===== src/hw/iex_pkg.sv =====
// constants shared by the instruction execute subset block
package iex_pkg;
	// ==========================================================
	// register byte offsets
	localparam logic [7:0] OFF_OPCODE   = 8'h00;
	localparam logic [7:0] OFF_FILE_IN  = 8'h04;
	localparam logic [7:0] OFF_ACC      = 8'h08;
	localparam logic [7:0] OFF_STATUS   = 8'h0C;
	localparam logic [7:0] OFF_PC       = 8'h10;
	localparam logic [7:0] OFF_UPPER_PC = 8'h14;
	localparam logic [7:0] OFF_FILE_OUT = 8'h18;
	localparam logic [7:0] OFF_CYCLES   = 8'h1C;
	// ==========================================================
	// field positions
	localparam int STAT_ZERO_BIT   = 0;
	localparam int STAT_SKIP_BIT   = 1;
	localparam int FOUT_ADDR_LSB   = 8;
	localparam int FOUT_VALID_BIT  = 16;
	localparam int DEST_BIT        = 7;
	localparam int UPC_LO_BIT      = 3;
	// ==========================================================
	// opcode classes, bits 13:8 or 13:11
	localparam logic [5:0] OPC_DEC_SKIP = 6'h0B;
	localparam logic [5:0] OPC_INC_SKIP = 6'h0F;
	localparam logic [5:0] OPC_INC      = 6'h0A;
	localparam logic [5:0] OPC_OR_REG   = 6'h04;
	localparam logic [5:0] OPC_OR_LIT   = 6'h38;
	localparam logic [2:0] OPC_JUMP     = 3'h5;
	// ==========================================================
	// reset values, counts and bus response codes
	localparam logic [7:0]  RST_ACC    = 8'h00;
	localparam logic [12:0] RST_PC     = 13'h0000;
	localparam logic [4:0]  RST_UPC    = 5'h00;
	localparam logic [15:0] CYC_ONE    = 16'h0001;
	localparam logic [15:0] CYC_TWO    = 16'h0002;
	localparam logic [1:0]  RESP_OKAY  = 2'h0;
	localparam logic [1:0]  RESP_SLVERR = 2'h2;
endpackage


===== src/hw/iex_core.sv =====
// instruction execute subset with an axi4-lite register slave
//
// Added by the designer: the register addresses and register access over AXI4-Lite.
`timescale 1ns/1ps
module iex_core #(
	parameter int ADDR_W = 8
) (
	input  wire logic              clk_sys,
	input  wire logic              rstn,
	input  wire logic              ce,
	input  wire logic [ADDR_W-1:0] s_axi_awaddr,
	input  wire logic              s_axi_awvalid,
	output logic                   s_axi_awready,
	input  wire logic [31:0]       s_axi_wdata,
	input  wire logic [3:0]        s_axi_wstrb,
	input  wire logic              s_axi_wvalid,
	output logic                   s_axi_wready,
	output logic [1:0]             s_axi_bresp,
	output logic                   s_axi_bvalid,
	input  wire logic              s_axi_bready,
	input  wire logic [ADDR_W-1:0] s_axi_araddr,
	input  wire logic              s_axi_arvalid,
	output logic                   s_axi_arready,
	output logic [31:0]            s_axi_rdata,
	output logic [1:0]             s_axi_rresp,
	output logic                   s_axi_rvalid,
	input  wire logic              s_axi_rready,
	output logic                   file_wr_en,
	output logic [6:0]             file_wr_addr,
	output logic [7:0]             file_wr_data
);
	// ==========================================================
	// state
	typedef struct packed {
		logic        awready;
		logic        wready;
		logic        arready;
		logic        aw_hold;
		logic [7:0]  aw_addr;
		logic        w_hold;
		logic [31:0] w_data;
		logic [3:0]  w_strb;
		logic        bvalid;
		logic [1:0]  bresp;
		logic        rvalid;
		logic [31:0] rdata;
		logic [1:0]  rresp;
		logic [7:0]  acc;
		logic        zero;
		logic [12:0] pc;
		logic [4:0]  upper_pc;
		logic [7:0]  file_in;
		logic        skip;
		logic [15:0] cycles;
		logic        fwr_en;
		logic        fout_valid;
		logic [6:0]  faddr;
		logic [7:0]  fdata;
	} iex_state_t;

	iex_state_t s;
	iex_state_t next_s;

	// ==========================================================
	// write channel join and decode
	logic        aw_ok;
	logic        w_ok;
	logic        do_wr;
	logic [7:0]  wr_addr;
	logic [31:0] wr_data;
	logic [3:0]  wr_strb;
	logic        exec;
	logic [13:0] op;
	logic        is_dec;
	logic        is_incs;
	logic        is_inc;
	logic        is_orr;
	logic        is_orl;
	logic        is_jmp;
	logic        is_fop;
	logic        dest_f;
	logic [7:0]  res;

	assign aw_ok   = s.aw_hold | (s_axi_awvalid & s.awready);
	assign w_ok    = s.w_hold | (s_axi_wvalid & s.wready);
	assign do_wr   = aw_ok & w_ok & ~s.bvalid;
	assign wr_addr = s.aw_hold ? s.aw_addr : s_axi_awaddr[7:0];
	assign wr_data = s.w_hold ? s.w_data : s_axi_wdata;
	assign wr_strb = s.w_hold ? s.w_strb : s_axi_wstrb;
	assign exec    = do_wr & (wr_addr == iex_pkg::OFF_OPCODE)
		& wr_strb[0] & wr_strb[1];
	assign op      = s.skip ? 14'h0000 : wr_data[13:0];
	assign is_dec  = op[13:8] == iex_pkg::OPC_DEC_SKIP;
	assign is_incs = op[13:8] == iex_pkg::OPC_INC_SKIP;
	assign is_inc  = op[13:8] == iex_pkg::OPC_INC;
	assign is_orr  = op[13:8] == iex_pkg::OPC_OR_REG;
	assign is_orl  = op[13:8] == iex_pkg::OPC_OR_LIT;
	assign is_jmp  = op[13:11] == iex_pkg::OPC_JUMP;
	assign is_fop  = is_dec | is_incs | is_inc | is_orr;
	assign dest_f  = op[iex_pkg::DEST_BIT];

	// result datapath, wraps modulo 256
	always_comb begin
		if (is_dec) begin
			res = s.file_in - 8'h01;
		end else if (is_incs | is_inc) begin
			res = s.file_in + 8'h01;
		end else if (is_orr) begin
			res = s.acc | s.file_in;
		end else begin
			res = s.acc | op[7:0];
		end
	end

	// ==========================================================
	// next state
	always_comb begin
		next_s = s;
		next_s.fwr_en = 1'b0;
		if (s_axi_awvalid & s.awready) begin
			next_s.aw_hold = 1'b1;
			next_s.aw_addr = s_axi_awaddr[7:0];
		end
		if (s_axi_wvalid & s.wready) begin
			next_s.w_hold = 1'b1;
			next_s.w_data = s_axi_wdata;
			next_s.w_strb = s_axi_wstrb;
		end
		if (s.bvalid & s_axi_bready) begin
			next_s.bvalid = 1'b0;
		end
		if (do_wr) begin
			next_s.aw_hold = 1'b0;
			next_s.w_hold  = 1'b0;
			next_s.bvalid  = 1'b1;
			next_s.bresp   = iex_pkg::RESP_OKAY;
			unique case (wr_addr)
				iex_pkg::OFF_OPCODE: begin
				end
				iex_pkg::OFF_FILE_IN: begin
					if (wr_strb[0]) next_s.file_in = wr_data[7:0];
				end
				iex_pkg::OFF_ACC: begin
					if (wr_strb[0]) next_s.acc = wr_data[7:0];
				end
				iex_pkg::OFF_PC: begin
					if (wr_strb[0]) next_s.pc[7:0] = wr_data[7:0];
					if (wr_strb[1]) next_s.pc[12:8] = wr_data[12:8];
				end
				iex_pkg::OFF_UPPER_PC: begin
					if (wr_strb[0]) next_s.upper_pc = wr_data[4:0];
				end
				default: next_s.bresp = iex_pkg::RESP_SLVERR;
			endcase
		end
		if (exec) begin
			next_s.pc     = s.pc + 13'h0001;
			next_s.cycles = s.cycles + iex_pkg::CYC_ONE;
			next_s.skip   = 1'b0;
			if (is_fop) begin
				if (dest_f) begin
					next_s.fwr_en     = 1'b1;
					next_s.fout_valid = 1'b1;
					next_s.faddr      = op[6:0];
					next_s.fdata      = res;
				end else begin
					next_s.acc = res;
				end
			end
			if ((is_dec | is_incs) & (res == 8'h00)) begin
				next_s.skip = 1'b1;
			end
			if (is_inc | is_orr | is_orl) begin
				next_s.zero = (res == 8'h00);
			end
			if (is_orl) begin
				next_s.acc = res;
			end
			if (is_jmp) begin
				next_s.pc = {s.upper_pc[4:iex_pkg::UPC_LO_BIT],
					op[10:0]};
				next_s.cycles = s.cycles + iex_pkg::CYC_TWO;
			end
		end
		if (s.rvalid & s_axi_rready) begin
			next_s.rvalid = 1'b0;
		end
		if (s_axi_arvalid & s.arready) begin
			next_s.rvalid = 1'b1;
			next_s.rresp  = iex_pkg::RESP_OKAY;
			next_s.rdata  = 32'h0000_0000;
			unique case (s_axi_araddr[7:0])
				iex_pkg::OFF_OPCODE: begin
				end
				iex_pkg::OFF_FILE_IN: next_s.rdata[7:0] = s.file_in;
				iex_pkg::OFF_ACC: next_s.rdata[7:0] = s.acc;
				iex_pkg::OFF_STATUS: begin
					next_s.rdata[iex_pkg::STAT_ZERO_BIT] = s.zero;
					next_s.rdata[iex_pkg::STAT_SKIP_BIT] = s.skip;
				end
				iex_pkg::OFF_PC: next_s.rdata[12:0] = s.pc;
				iex_pkg::OFF_UPPER_PC: next_s.rdata[4:0] = s.upper_pc;
				iex_pkg::OFF_FILE_OUT: begin
					next_s.rdata[7:0] = s.fdata;
					next_s.rdata[iex_pkg::FOUT_ADDR_LSB +: 7] = s.faddr;
					next_s.rdata[iex_pkg::FOUT_VALID_BIT] = s.fout_valid;
				end
				iex_pkg::OFF_CYCLES: next_s.rdata[15:0] = s.cycles;
				default: next_s.rresp = iex_pkg::RESP_SLVERR;
			endcase
		end
		next_s.awready = ~next_s.aw_hold & ~next_s.bvalid;
		next_s.wready  = ~next_s.w_hold & ~next_s.bvalid;
		next_s.arready = ~next_s.rvalid;
	end

	// ==========================================================
	// registers
	always_ff @(posedge clk_sys) begin
		if (!rstn) begin
			s          <= '0;
			s.awready  <= 1'b1;
			s.wready   <= 1'b1;
			s.arready  <= 1'b1;
			s.acc      <= iex_pkg::RST_ACC;
			s.pc       <= iex_pkg::RST_PC;
			s.upper_pc <= iex_pkg::RST_UPC;
		end else if (ce) begin
			s <= next_s;
		end
	end

	assign s_axi_awready = s.awready;
	assign s_axi_wready  = s.wready;
	assign s_axi_arready = s.arready;
	assign s_axi_bvalid  = s.bvalid;
	assign s_axi_bresp   = s.bresp;
	assign s_axi_rvalid  = s.rvalid;
	assign s_axi_rdata   = s.rdata;
	assign s_axi_rresp   = s.rresp;
	assign file_wr_en    = s.fwr_en;
	assign file_wr_addr  = s.faddr;
	assign file_wr_data  = s.fdata;

	// ==========================================================
	// checks
	logic ex_ce;
	assign ex_ce = exec & ce;

	property p_dest_acc;
		@(posedge clk_sys) disable iff (!rstn)
		(ex_ce && is_fop && !dest_f) |=>
			(s.acc == $past(res)) && !file_wr_en;
	endproperty
	a_dest_acc: assert property (p_dest_acc)
		else $error("accumulator destination not written");

	property p_dest_file;
		@(posedge clk_sys) disable iff (!rstn)
		(ex_ce && is_fop && dest_f) |=> file_wr_en
			&& (file_wr_data == $past(res)) && $stable(s.acc);
	endproperty
	a_dest_file: assert property (p_dest_file)
		else $error("file destination not written");

	property p_dec_flags;
		@(posedge clk_sys) disable iff (!rstn)
		(ex_ce && is_dec) |=> $stable(s.zero)
			&& (s.skip == ($past(s.file_in) == 8'h01))
			&& (($past(dest_f) ? file_wr_data : s.acc)
				== 8'($past(s.file_in) - 8'h01));
	endproperty
	a_dec_flags: assert property (p_dec_flags)
		else $error("decrement result or flag wrong");

	property p_skip_nop;
		@(posedge clk_sys) disable iff (!rstn)
		(ex_ce && s.skip) |=> !s.skip && $stable(s.acc)
			&& $stable(s.zero) && !file_wr_en
			&& (s.pc == 13'($past(s.pc) + 13'h0001));
	endproperty
	a_skip_nop: assert property (p_skip_nop)
		else $error("skipped instruction not replaced by nop");

	property p_incs;
		@(posedge clk_sys) disable iff (!rstn)
		(ex_ce && is_incs) |=> $stable(s.zero)
			&& (s.skip == ($past(res) == 8'h00));
	endproperty
	a_incs: assert property (p_incs)
		else $error("increment skip behaviour wrong");

	property p_jump_target;
		@(posedge clk_sys) disable iff (!rstn)
		(ex_ce && is_jmp) |=> s.pc ==
			{$past(s.upper_pc[4:3]), $past(op[10:0])};
	endproperty
	a_jump_target: assert property (p_jump_target)
		else $error("jump target wrong");

	property p_jump_cycles;
		@(posedge clk_sys) disable iff (!rstn)
		(ex_ce && is_jmp) |=> $stable(s.zero)
			&& (s.cycles == 16'($past(s.cycles) + 16'h0002));
	endproperty
	a_jump_cycles: assert property (p_jump_cycles)
		else $error("jump cycle count or flag wrong");

	property p_or_lit;
		@(posedge clk_sys) disable iff (!rstn)
		(ex_ce && is_orl) |=>
			s.acc == ($past(s.acc) | $past(op[7:0]));
	endproperty
	a_or_lit: assert property (p_or_lit)
		else $error("or literal result wrong");

	property p_inc_zero;
		@(posedge clk_sys) disable iff (!rstn)
		(ex_ce && is_inc) |=>
			s.zero == (8'($past(s.file_in) + 8'h01) == 8'h00);
	endproperty
	a_inc_zero: assert property (p_inc_zero)
		else $error("increment zero flag wrong");

	property p_or_reg;
		@(posedge clk_sys) disable iff (!rstn)
		(ex_ce && is_orr) |=> (($past(dest_f) ? file_wr_data : s.acc)
			== ($past(s.acc) | $past(s.file_in)));
	endproperty
	a_or_reg: assert property (p_or_reg)
		else $error("or register result wrong");

	property p_zero_flag;
		@(posedge clk_sys) disable iff (!rstn)
		(ex_ce && (is_inc || is_orr || is_orl)) |=>
			s.zero == ($past(res) == 8'h00);
	endproperty
	a_zero_flag: assert property (p_zero_flag)
		else $error("zero flag does not follow result");
endmodule


===== config.mk =====
export PLATFORM = sky130hd
export DESIGN_NAME = iex_core
export DESIGN_NICKNAME = d
export VERILOG_FILES = /design/src/hw/iex_pkg.sv /design/src/hw/iex_core.sv
export SDC_FILE = /design/constraint.sdc
export NUM_CORES = 1
export LEC_CHECK = 0
export ABC_AREA = 0
export BUFFER_PORTS_ARGS = -buffer_cell sky130_fd_sc_hd__buf_4
export CORE_UTILIZATION = 44
export CTS_BUF_LIST = sky130_fd_sc_hd__clkbuf_4
export CTS_CLUSTER_SIZE = 8
export DETAILED_ROUTE_END_ITERATION = 6
export GPL_TIMING_DRIVEN = 1
export PLACE_DENSITY = 0.7
export SYNTH_ARGS = -nofsm -noshare
export SYNTH_HDL_FRONTEND = slang
export SYNTH_SLANG_ARGS = --single-unit

===== constraint.sdc =====
create_clock -name clk_sys -period 3.1 [get_ports clk_sys]
set_input_delay 0.31 -clock clk_sys [delete_from_list [all_inputs] [get_ports clk_sys]]
set_output_delay 0.31 -clock clk_sys [all_outputs]
set_load 0.005 [all_outputs]

# Yosys cells after proc, flatten, opt, wreduce, memory -nomap -nowiden
# Cells that the tools add are included.
# totals
output_inout_bits	57
reg_bits	141
elab_cells	141
input_bits	60
# classes
bitwise_logic	28
n_eq_ne	17
addsub	5
mux	46
reduce_logical	20
# ops
operator	count
two-way mux 8 bit	13
two-way mux 17 bit	3
== test 8 x 5 -> 1 bit (second input constant)	6
two-way mux 37 bit	1
two-way mux 35 bit	1
two-way mux 14 bit	2
two-way mux 13 bit	2
two-way mux 26 bit	1
== test 8 x 4 -> 1 bit (second input constant)	3
logical NOT 8 bit	3
two-way mux 22 bit	1
AND reduction 4 bit	5
== test 6 x 4 -> 1 bit (second input constant)	3
one-hot mux 3 bit (6 select lines)	1
adder 16 x 1 -> 16 bit (second input constant)	1
adder 16 x 2 -> 16 bit (second input constant)	1
== test 8 x 3 -> 1 bit (second input constant)	2
two-way mux 16 bit	1
OR 8 bit	2
two-way mux 5 bit	3
one-hot mux 3 bit (5 select lines)	1
one-hot mux 5 bit (3 select lines)	1
one-hot mux 2 bit (7 select lines)	1
adder 13 x 1 -> 13 bit (second input constant)	1
other kinds (18)	57

# Logic depth before layout (Yosys ltp)
# Gate-level depths: netlist of run 1.
# logic_depth
ltp_word	10
mapped_depth	11
ltp_nobuf	9

# Worst setup path before layout of run 1
# OpenSTA, ideal clock, no wires.
# synth_path
kind	in2reg
startpoint	input port s_axi_awaddr[6]
endpoint	register s[62] in the netlist's numbering
path_buffers	1
arrival_time_ns	2.431
slack_ns	0.533
setup_ns	0.136
t_required_ns	2.964
cell_stages	8
cell_sequence	or4_1 or3_4 and2_4 or4_4 or2_1 clkbuf_2 o21ai_0 a211oi_1
# synth_between
elab_chain_cells	8
word_cells_on_any_way	12
classes_between	1 x eq/ne; 7 x mux; 3 x bitwise; 1 x reduce/logical
# synth_rtl
item	line_no	source
start: declaration	iex_core.sv:11	input wire logic [ADDR_W-1:0] s_axi_awaddr,
two-way mux 8 bit (*)	iex_core.sv:87	assign wr_addr = s.aw_hold ? s.aw_addr : s_axi_awaddr[7:0];
== test 8 x 4 -> 1 bit	iex_core.sv:137	unique case (wr_addr)
two-way mux 8 bit	iex_core.sv:137	
two-way mux 8 bit	iex_core.sv:132	if (do_wr) begin
two-way mux 8 bit	iex_core.sv:161	if (dest_f) begin
two-way mux 8 bit	iex_core.sv:160	if (is_fop) begin
two-way mux 8 bit	iex_core.sv:176	if (is_orl) begin
two-way mux 22 bit (*)	iex_core.sv:156	if (exec) begin
end signal: assignment	iex_core.sv:229	s <= next_s;
end: declaration	iex_core.sv:61	iex_state_t s;
# Mark *: on every way between the ends. The rest lies on a longest branch, timed or not.
# A chain may end at the register's enable or synchronous reset.

# Worst setup path in the final report of run 1
# layout_path
startpoint	input port s_axi_awaddr[6]
endpoint	register s[66] in the netlist's numbering
# Same word-level chain as after synthesis.

==> results of run 1 <==
## through the flow
step / hold WS [ns] / instances
floorplan: 0.4255 / 890
global placement: 0.4318 / 1116
detailed placement: 0.4450 / 1116
CTS: 0.004132 / 1172
global route: 0.02771 / 1173
finish: 0.05187 / 1173
## final timing paths
kind                                     start                      endpoint  slack, ns  cells after the start
setup / recovery               s_axi_awaddr[6]            s[66]$_SDFFE_PN0P_       0.26                      9
hold / removal                 s_axi_wdata[10]           s[121]$_SDFFE_PN0P_       0.05                      3
setup reg to reg           s[143]$_SDFFE_PN0P_            s[60]$_SDFFE_PN0P_       0.29                      8
hold reg to reg   s_axi_rdata[16]$_SDFFE_PN0P_  s_axi_rdata[16]$_SDFFE_PN0P_       0.46                      2
## state kept, by name, summed over array words and instances (netlist names)
signal	flops
s_axi_bresp	1
s_axi_wready	1
file_wr_data	8
s_axi_rresp	1
s_axi_bvalid	1
s_axi_rvalid	1
s	79
file_wr_en	1
file_wr_addr	7
s_axi_arready	1
s_axi_rdata	17
s_axi_awready	1
## cells in the final DEF, fill, tap and decap left out, types with 4 or more instances in the layout
cell,n
o211ai_1,4
clkbuf_4,17
inv_1,17
ha_1,5
o211a_1,13
dfxtp_1,118
a21boi_0,8
clkinv_1,4
mux2i_1,25
a211oi_1,12
mux2_2,19
conb_1,17
dlygate4sd3_1,24
o21ai_0,50
nand4_1,6
nor2b_1,4
xor2_1,12
buf_4,115
nor3_1,26
or3_1,9
and2_1,8
o32ai_1,4
nand2b_1,8
a221oi_1,8
xnor2_1,5
nor2_1,90
nand3_1,29
clkinv_4,5
a22oi_1,10
and3_1,7
nand2_1,111
a21oi_1,74
## area by class of cell
| cell class | instances | share of cell area [%] |
|---|---|---|
| multi-input cells | 652 | 49.28 |
| flip-flops and latches | 119 | 29.27 |
| repair buffers | 139 | 13.55 |
| well taps | 211 | 3.242 |
| clock inverters | 15 | 2.182 |
| clock buffers | 17 | 1.567 |
| inverters | 19 | 0.8758 |
| diodes | 1 | 0.03073 |
## cells in the mapped netlist, drive strengths merged (4+ instances only)
master  number  share of area (%)
a211oi      14                1.8
a21boi       9               0.96
a21o         4               0.54
a21oi       76                5.6
a221oi       8                1.0
a22oi       10                1.1
and2         9               0.84
and3         7               0.63
buf         62                6.5
clkbuf      38                2.1
dfxtp      119                 34
ha           5               0.89
inv         18               0.96
mux2        19                3.1
mux2i       25                3.6
nand2      111                5.9
nand2b       8               0.71
nand3       30                2.3
nand4        7               0.71
nor2        93                5.2
nor2b        4               0.36
nor3        27                2.0
nor4         6               0.80
nor4b        4               0.68
o211a       13                1.9
o211ai       4               0.43
o21ai       53                3.8
o32ai        4               0.50
or3         10               0.96
or4          4               0.48
xnor2        5               0.63
xor2        12                1.5
## power by group
| part | switching [mW] | internal [mW] | leakage, nW |
|---|---|---|---|
| Combinational | 0.262 | 0.193 | 2.05 |
| Sequential | 0.0255 | 1.56 | 0.964 |
| Clock | 0.652 | 0.560 | 0.155 |
| Total | 0.939 | 2.31 | 3.17 |
## repair_timing
action / CTS / global route
endpoints found under the hold margin: 24 / 0
endpoints found under the setup margin: 0 / 3
gates resized for setup: 0 / 1
hold buffers: 24 / 0
## critical path: cells and delay by family
family,cells,cell delay (ns)
AOI/OAI and AO/OA,2,0.27
buffers and inverters,2,0.67
and+or+nand+nor,5,2.00
## routing by layer
layer / vias to the layer above / share of wire [%] / global-route usage, %
met1: 3118 / 44 / 33.20
li1: 3225 / - / -
met3: 31 / 6.1 / 6.177
met2: 196 / 47 / 40.57
met5: - / 0 / 0
met4: 0 / 2.4 / 10.03
## kinds of logic (layout without fill, tap and decap cells)
logic type	count (synthesis)	after routing	share of synthesized area (%)
buffers and inverters	119	190	9.541
AO/OA/AOI/OAI	235	235	23.24
AND/OR/NAND/NOR	333	333	23.17
multiplexers	45	45	6.950
XOR/XNOR	17	17	2.126
adder cells (fa/ha/maj)	5	5	0.8933
flip-flops	119	119	34.02
other	1	18	0.05355
==> results.cfg, run 1 <==
[floorplan]
die-area_um2 = 16420
die_x_um = 128.2
start_util_pct = 45.56
rows = 45
die_h_um = 128.2
core-area_um2 = 15370
pin_count = 117

[setup_path]
arrival_ns = 3.26
required_ns = 3.52
cp-start-kind = primary input
worstSetupPathType = primary input to flop
cp_slowest_stage_delay_ns = 0.55
cp_slowest_cell = or4_4
cp-end-kind = flop
path_cells = dlygate4sd3_1 -> buf_4 -> or4_1 -> or3_4 -> and2_4 -> or4_4 -> or2_1 -> o21ai_0 -> a211oi_1
crit_path_max_fanout = 8

[sta]
setup_tns_ns = 0
final_period_minus_worst_setup_slack_ns = 2.838
maxSlewViolCount = 0
final.period_utilization_pct = 91.54
fin_ws_ns = 0.2624
clock_skew_ns = 0.02257
setup_violations = 0
tightest_slew_ns = 1.022
fmax_mhz = 352.4
rsz0062_at_grt = false
relSlewSlack_pct = 31.79
hold_viol = 0

[drt]
wl_per_cell_um = 17.19
drc = 0
totalWireLength_um = 20170
dr.pass1.iters = 6
ant_nets = 0
num_vias = 6570
avgViaCountPerCell = 5.601
drt_iter0_drc = 634

[yosys]
ys_seq_area_share_pct = 34.02
synth_top_flop_cell = dfxtp_1
async_reset_ff_share_pct = 0
synth_area_um2 = 7003
synth_cell_types = 92
synth-seq-cells = 119
synth_area_per_cell_um2 = 8.013
yosys_warnings = 0
synth_edf_count = 0
netlist_instances = 874

[cts]
clock-root-buffer = clkbuf_4
h-tree-depth = 4
clk_latency_ns = 0.56
cts.clk_slew.worst_paths_ns = 0.10
clk_path_buf_depth = 2
cts-buffers-inserted = 17
postCtsSetupBuffers = 0
tritoncts = yes
clock-sinks = 119

[finish]
regArea_um2 = 2384
final_area_um2 = 8143
area_delta_synth_final_pct = 16.28
multi_input_area_um2 = 4013
drive_above_1_share_pct = 20.71
final_util_pct = 52.98
fin_nets = 1013
nFillCells = 1507

[global_routing]
grt_pass1_vias = 6046
grt_usage_pct = 25.50
grt_pass1_wl_um = 31950
grt_max_degree = 55
grt_overflow = 0
antenna_found_initial = 1

[placed_design]
io_buffers = 79
gp_congestion = 0.9337
postPlaceCellArea_um2 = 7594
dp_hpwl_um = 14680
post-place-ws_ns = 0.1697

[power_and_ir_drop]
powerDensity_nw_per_um2 = 399.1
p_leak_nw = 3.167
peakVddDrop_uv = 354.0
total_power_mw = 3.250

[flow_run]
max_cap_viol_count = 0

[outcome]
status = finished, final reports clean

[hold_path]
worstHoldPathType = primary input to flop
Power figures use the tool's default switching activity.
==> run 2: changes to the inputs <==
--- a/config.mk
+++ b/config.mk
@@ -12,7 +12,6 @@
 export CTS_CLUSTER_SIZE = 8
 export DETAILED_ROUTE_END_ITERATION = 6
 export GPL_TIMING_DRIVEN = 1
-export PLACE_DENSITY = 0.7
 export SYNTH_ARGS = -nofsm -noshare
 export SYNTH_HDL_FRONTEND = slang
 export SYNTH_SLANG_ARGS = --single-unit
==> run 2 against run 1 <==
Compared with the run above: the flow now finishes with violations (DRC); critical path depth fell by 2; clock skew is 0.0038 ns lower; global-route usage is 2.0 points higher; via count about the same; fmax decreased by 2.3%; combinational power is 1% lower; die area unchanged; first-iteration DRC count decreased by 21%; setup slack got worse by 0.066 ns; sequential power about the same; sequential share of layout area up 0.46 points.
==> results.cfg, run 2 (synthesis results as in run 1) <==
[placed_design]
postPlaceCellArea_um2 = 7594
gp_congestion = 0.8985
io_buffers = 79
dp_hpwl_um = 16280

[drt]
avgViaCountPerCell = 5.693
dr.pass1.iters = 7
totalWireLength_um = 21890
ant_nets = 0
drt_iter0_drc = 498
drc = 2
wl_per_cell_um = 18.95
num_vias = 6575

[floorplan]
core-area_um2 = 15370
die_h_um = 128.2
die-area_um2 = 16420
pin_count = 117
start_util_pct = 45.56
rows = 45
die_x_um = 128.2

[outcome]
violations = DRC
status = finished with violations

[setup_path]
path_delay_family = compound AO/OA/AOI/OAI gates
r2r_slack_ns = 0.20
worstSetupPathType = flop to flop
cp-end-kind = flop
timing.rr.start = s[143]$_SDFFE_PN0P_
r2r_end = s[33]$_SDFFE_PN0P_
cp_num_buf_inv = 0
arrival_ns = 3.36
path_cells = or3b_1 -> a211o_1 -> a21oi_2 -> o32a_1 -> nand4_1 -> or4b_1 -> o21ai_1
r2r_cells = 7
cp_slowest_cell = or4b_1
crit_path_max_fanout = 10
required_ns = 3.56
cp_slowest_stage_delay_ns = 0.58
cp-start-kind = flop

[sta]
clock_skew_ns = 0.01872
fmax_mhz = 344.4
maxSlewViolCount = 0
final_period_minus_worst_setup_slack_ns = 2.903
relSlewSlack_pct = 18.87
final.period_utilization_pct = 93.66
tightest_slew_ns = 1.217
setup_violations = 0
hold_viol = 0
setup_tns_ns = 0
rsz0062_at_grt = false
whs_ns = 0.02139

[finish]
area_delta_synth_final_pct = 14.49
drive_above_1_share_pct = 21.10
fin_nets = 997
final_cell_mix = dfxtp_1 (118), buf_4 (115), nand2_1 (111)
final_area_um2 = 8018
regMostFlops = s
layout_commonest_cell = dfxtp_1
final_util_pct = 52.16
largest_reg_flops = 79

[global_routing]
antenna_found_initial = 1
grt_overflow = 0
grt_pass1_vias = 6250
grt_max_degree = 64
grt_pass1_wl_um = 34360
grt_usage_pct = 27.55

[flow_run]
max_cap_viol_count = 0

[power_and_ir_drop]
netSwitchingPower_mw = 0.8915
pwr-share-seq_pct = 47.4
total_power_mw = 3.340
p_comb_share_pct = 13.4
p_leak_nw = 3.120
peakVddDrop_uv = 377.4
clkPwrFrac_pct = 39.2
power.internal_mw = 2.449
netSwitchingFraction_pct = 26.69
powerDensity_nw_per_um2 = 416.6

[hold_path]
holdCritStartpoint = s_axi_wdata[1]
holdPathStages = 3
worstHoldPathType = primary input to flop
hold_path_end = s[112]$_SDFFE_PN0P_

[cts]
clock-sinks = 119
clk_latency_ns = 0.54
cts-buffers-inserted = 17
cts.clk_slew.worst_paths_ns = 0.11
tritoncts = yes
clock-root-buffer = clkbuf_4
clk_path_buf_depth = 2
h-tree-depth = 4
-- run 2: changes by cell type in the layout (fill, tap and decap cells not counted), moves of 2 or more --
cell	previous run	this run
bufinv_16	3	5
clkinv_4	5	0
clkinv_2	0	3
inv_6	2	0
dlygate4sd3_1	24	8
-- run 2: worst register-to-register path, delay by kind of cell (launching register included) --
| kind | cells | cell delay [ns] |
|---|---|---|
| flip-flops | 1 | 0.45 |
| AO/OA/AOI/OAI | 4 | 1.26 |
| AND/OR/NAND/NOR | 3 | 1.12 |
-- run 2: layout make-up --
class,count,area [um^2]
fillers,1487,7353
repair buffers,123,943.4
inverters,19,71.32
well taps,211,264.0
diodes,1,2.502
multi-input cells,652,4034
flip-flops and latches,119,2384
clock inverters,12,183.9
clock buffers,18,135.1
-- run 2: worst max path at each step --
stage / endpoint / startpoint / slack (ns) / cells after the start
2_1_floorplan: s[62]$_SDFFE_PN0P_ / s_axi_awaddr[6] / 0.53 / 8
3_3_place_gp: s[33]$_SDFFE_PN0P_ / s[143]$_SDFFE_PN0P_ / 0.19 / 8
3_5_place_dp: s[33]$_SDFFE_PN0P_ / s[143]$_SDFFE_PN0P_ / 0.12 / 8
4_1_cts: s[60]$_SDFFE_PN0P_ / s[143]$_SDFFE_PN0P_ / 0.07 / 8
5_1_grt: s[60]$_SDFFE_PN0P_ / s[33]$_SDFFE_PN0P_ / 0.06 / 8
6_report: s[33]$_SDFFE_PN0P_ / s[143]$_SDFFE_PN0P_ / 0.20 / 7
-- run 2: routing by layer --
metal	track usage [%]	share of wire, %
met1	35.83	44
met2	45.11	48
met3	6.427	5.4
met4	8.581	2.4
met5	0	0
-- run 2: per-stage QoR --
stage / std cells / setup WS [ns]
3_3_place_gp: 1116 / 0.1947
5_1_grt: 1155 / 0.06124
6_report: 1155 / 0.1965
4_1_cts: 1153 / 0.07472
2_1_floorplan: 890 / 0.5331
3_5_place_dp: 1116 / 0.1225
-- run 2: timing repair --
| action | CTS | global route |
|---|---|---|
| hold buffers | 7 | 1 |
| gates resized for setup | 0 | 5 |
| hold endpoints to repair | 7 | 1 |
| setup buffers | 0 | 0 |
| endpoints found under the setup margin | 0 | 3 |
-- run 2: power groups by stage --
| stage | sequential [mW] | clock [mW] | combinational (mW) |
|---|---|---|---|
| after global placement | 1.61 | 0 | 0.427 |
| final | 1.58 | 1.31 | 0.449 |
| after CTS | 1.58 | 1.32 | 0.442 |
| after detailed placement | 1.62 | 0 | 0.433 |
| after floorplan | 1.61 | 0 | 0.281 |
| after global routing | 1.59 | 1.40 | 0.489 |
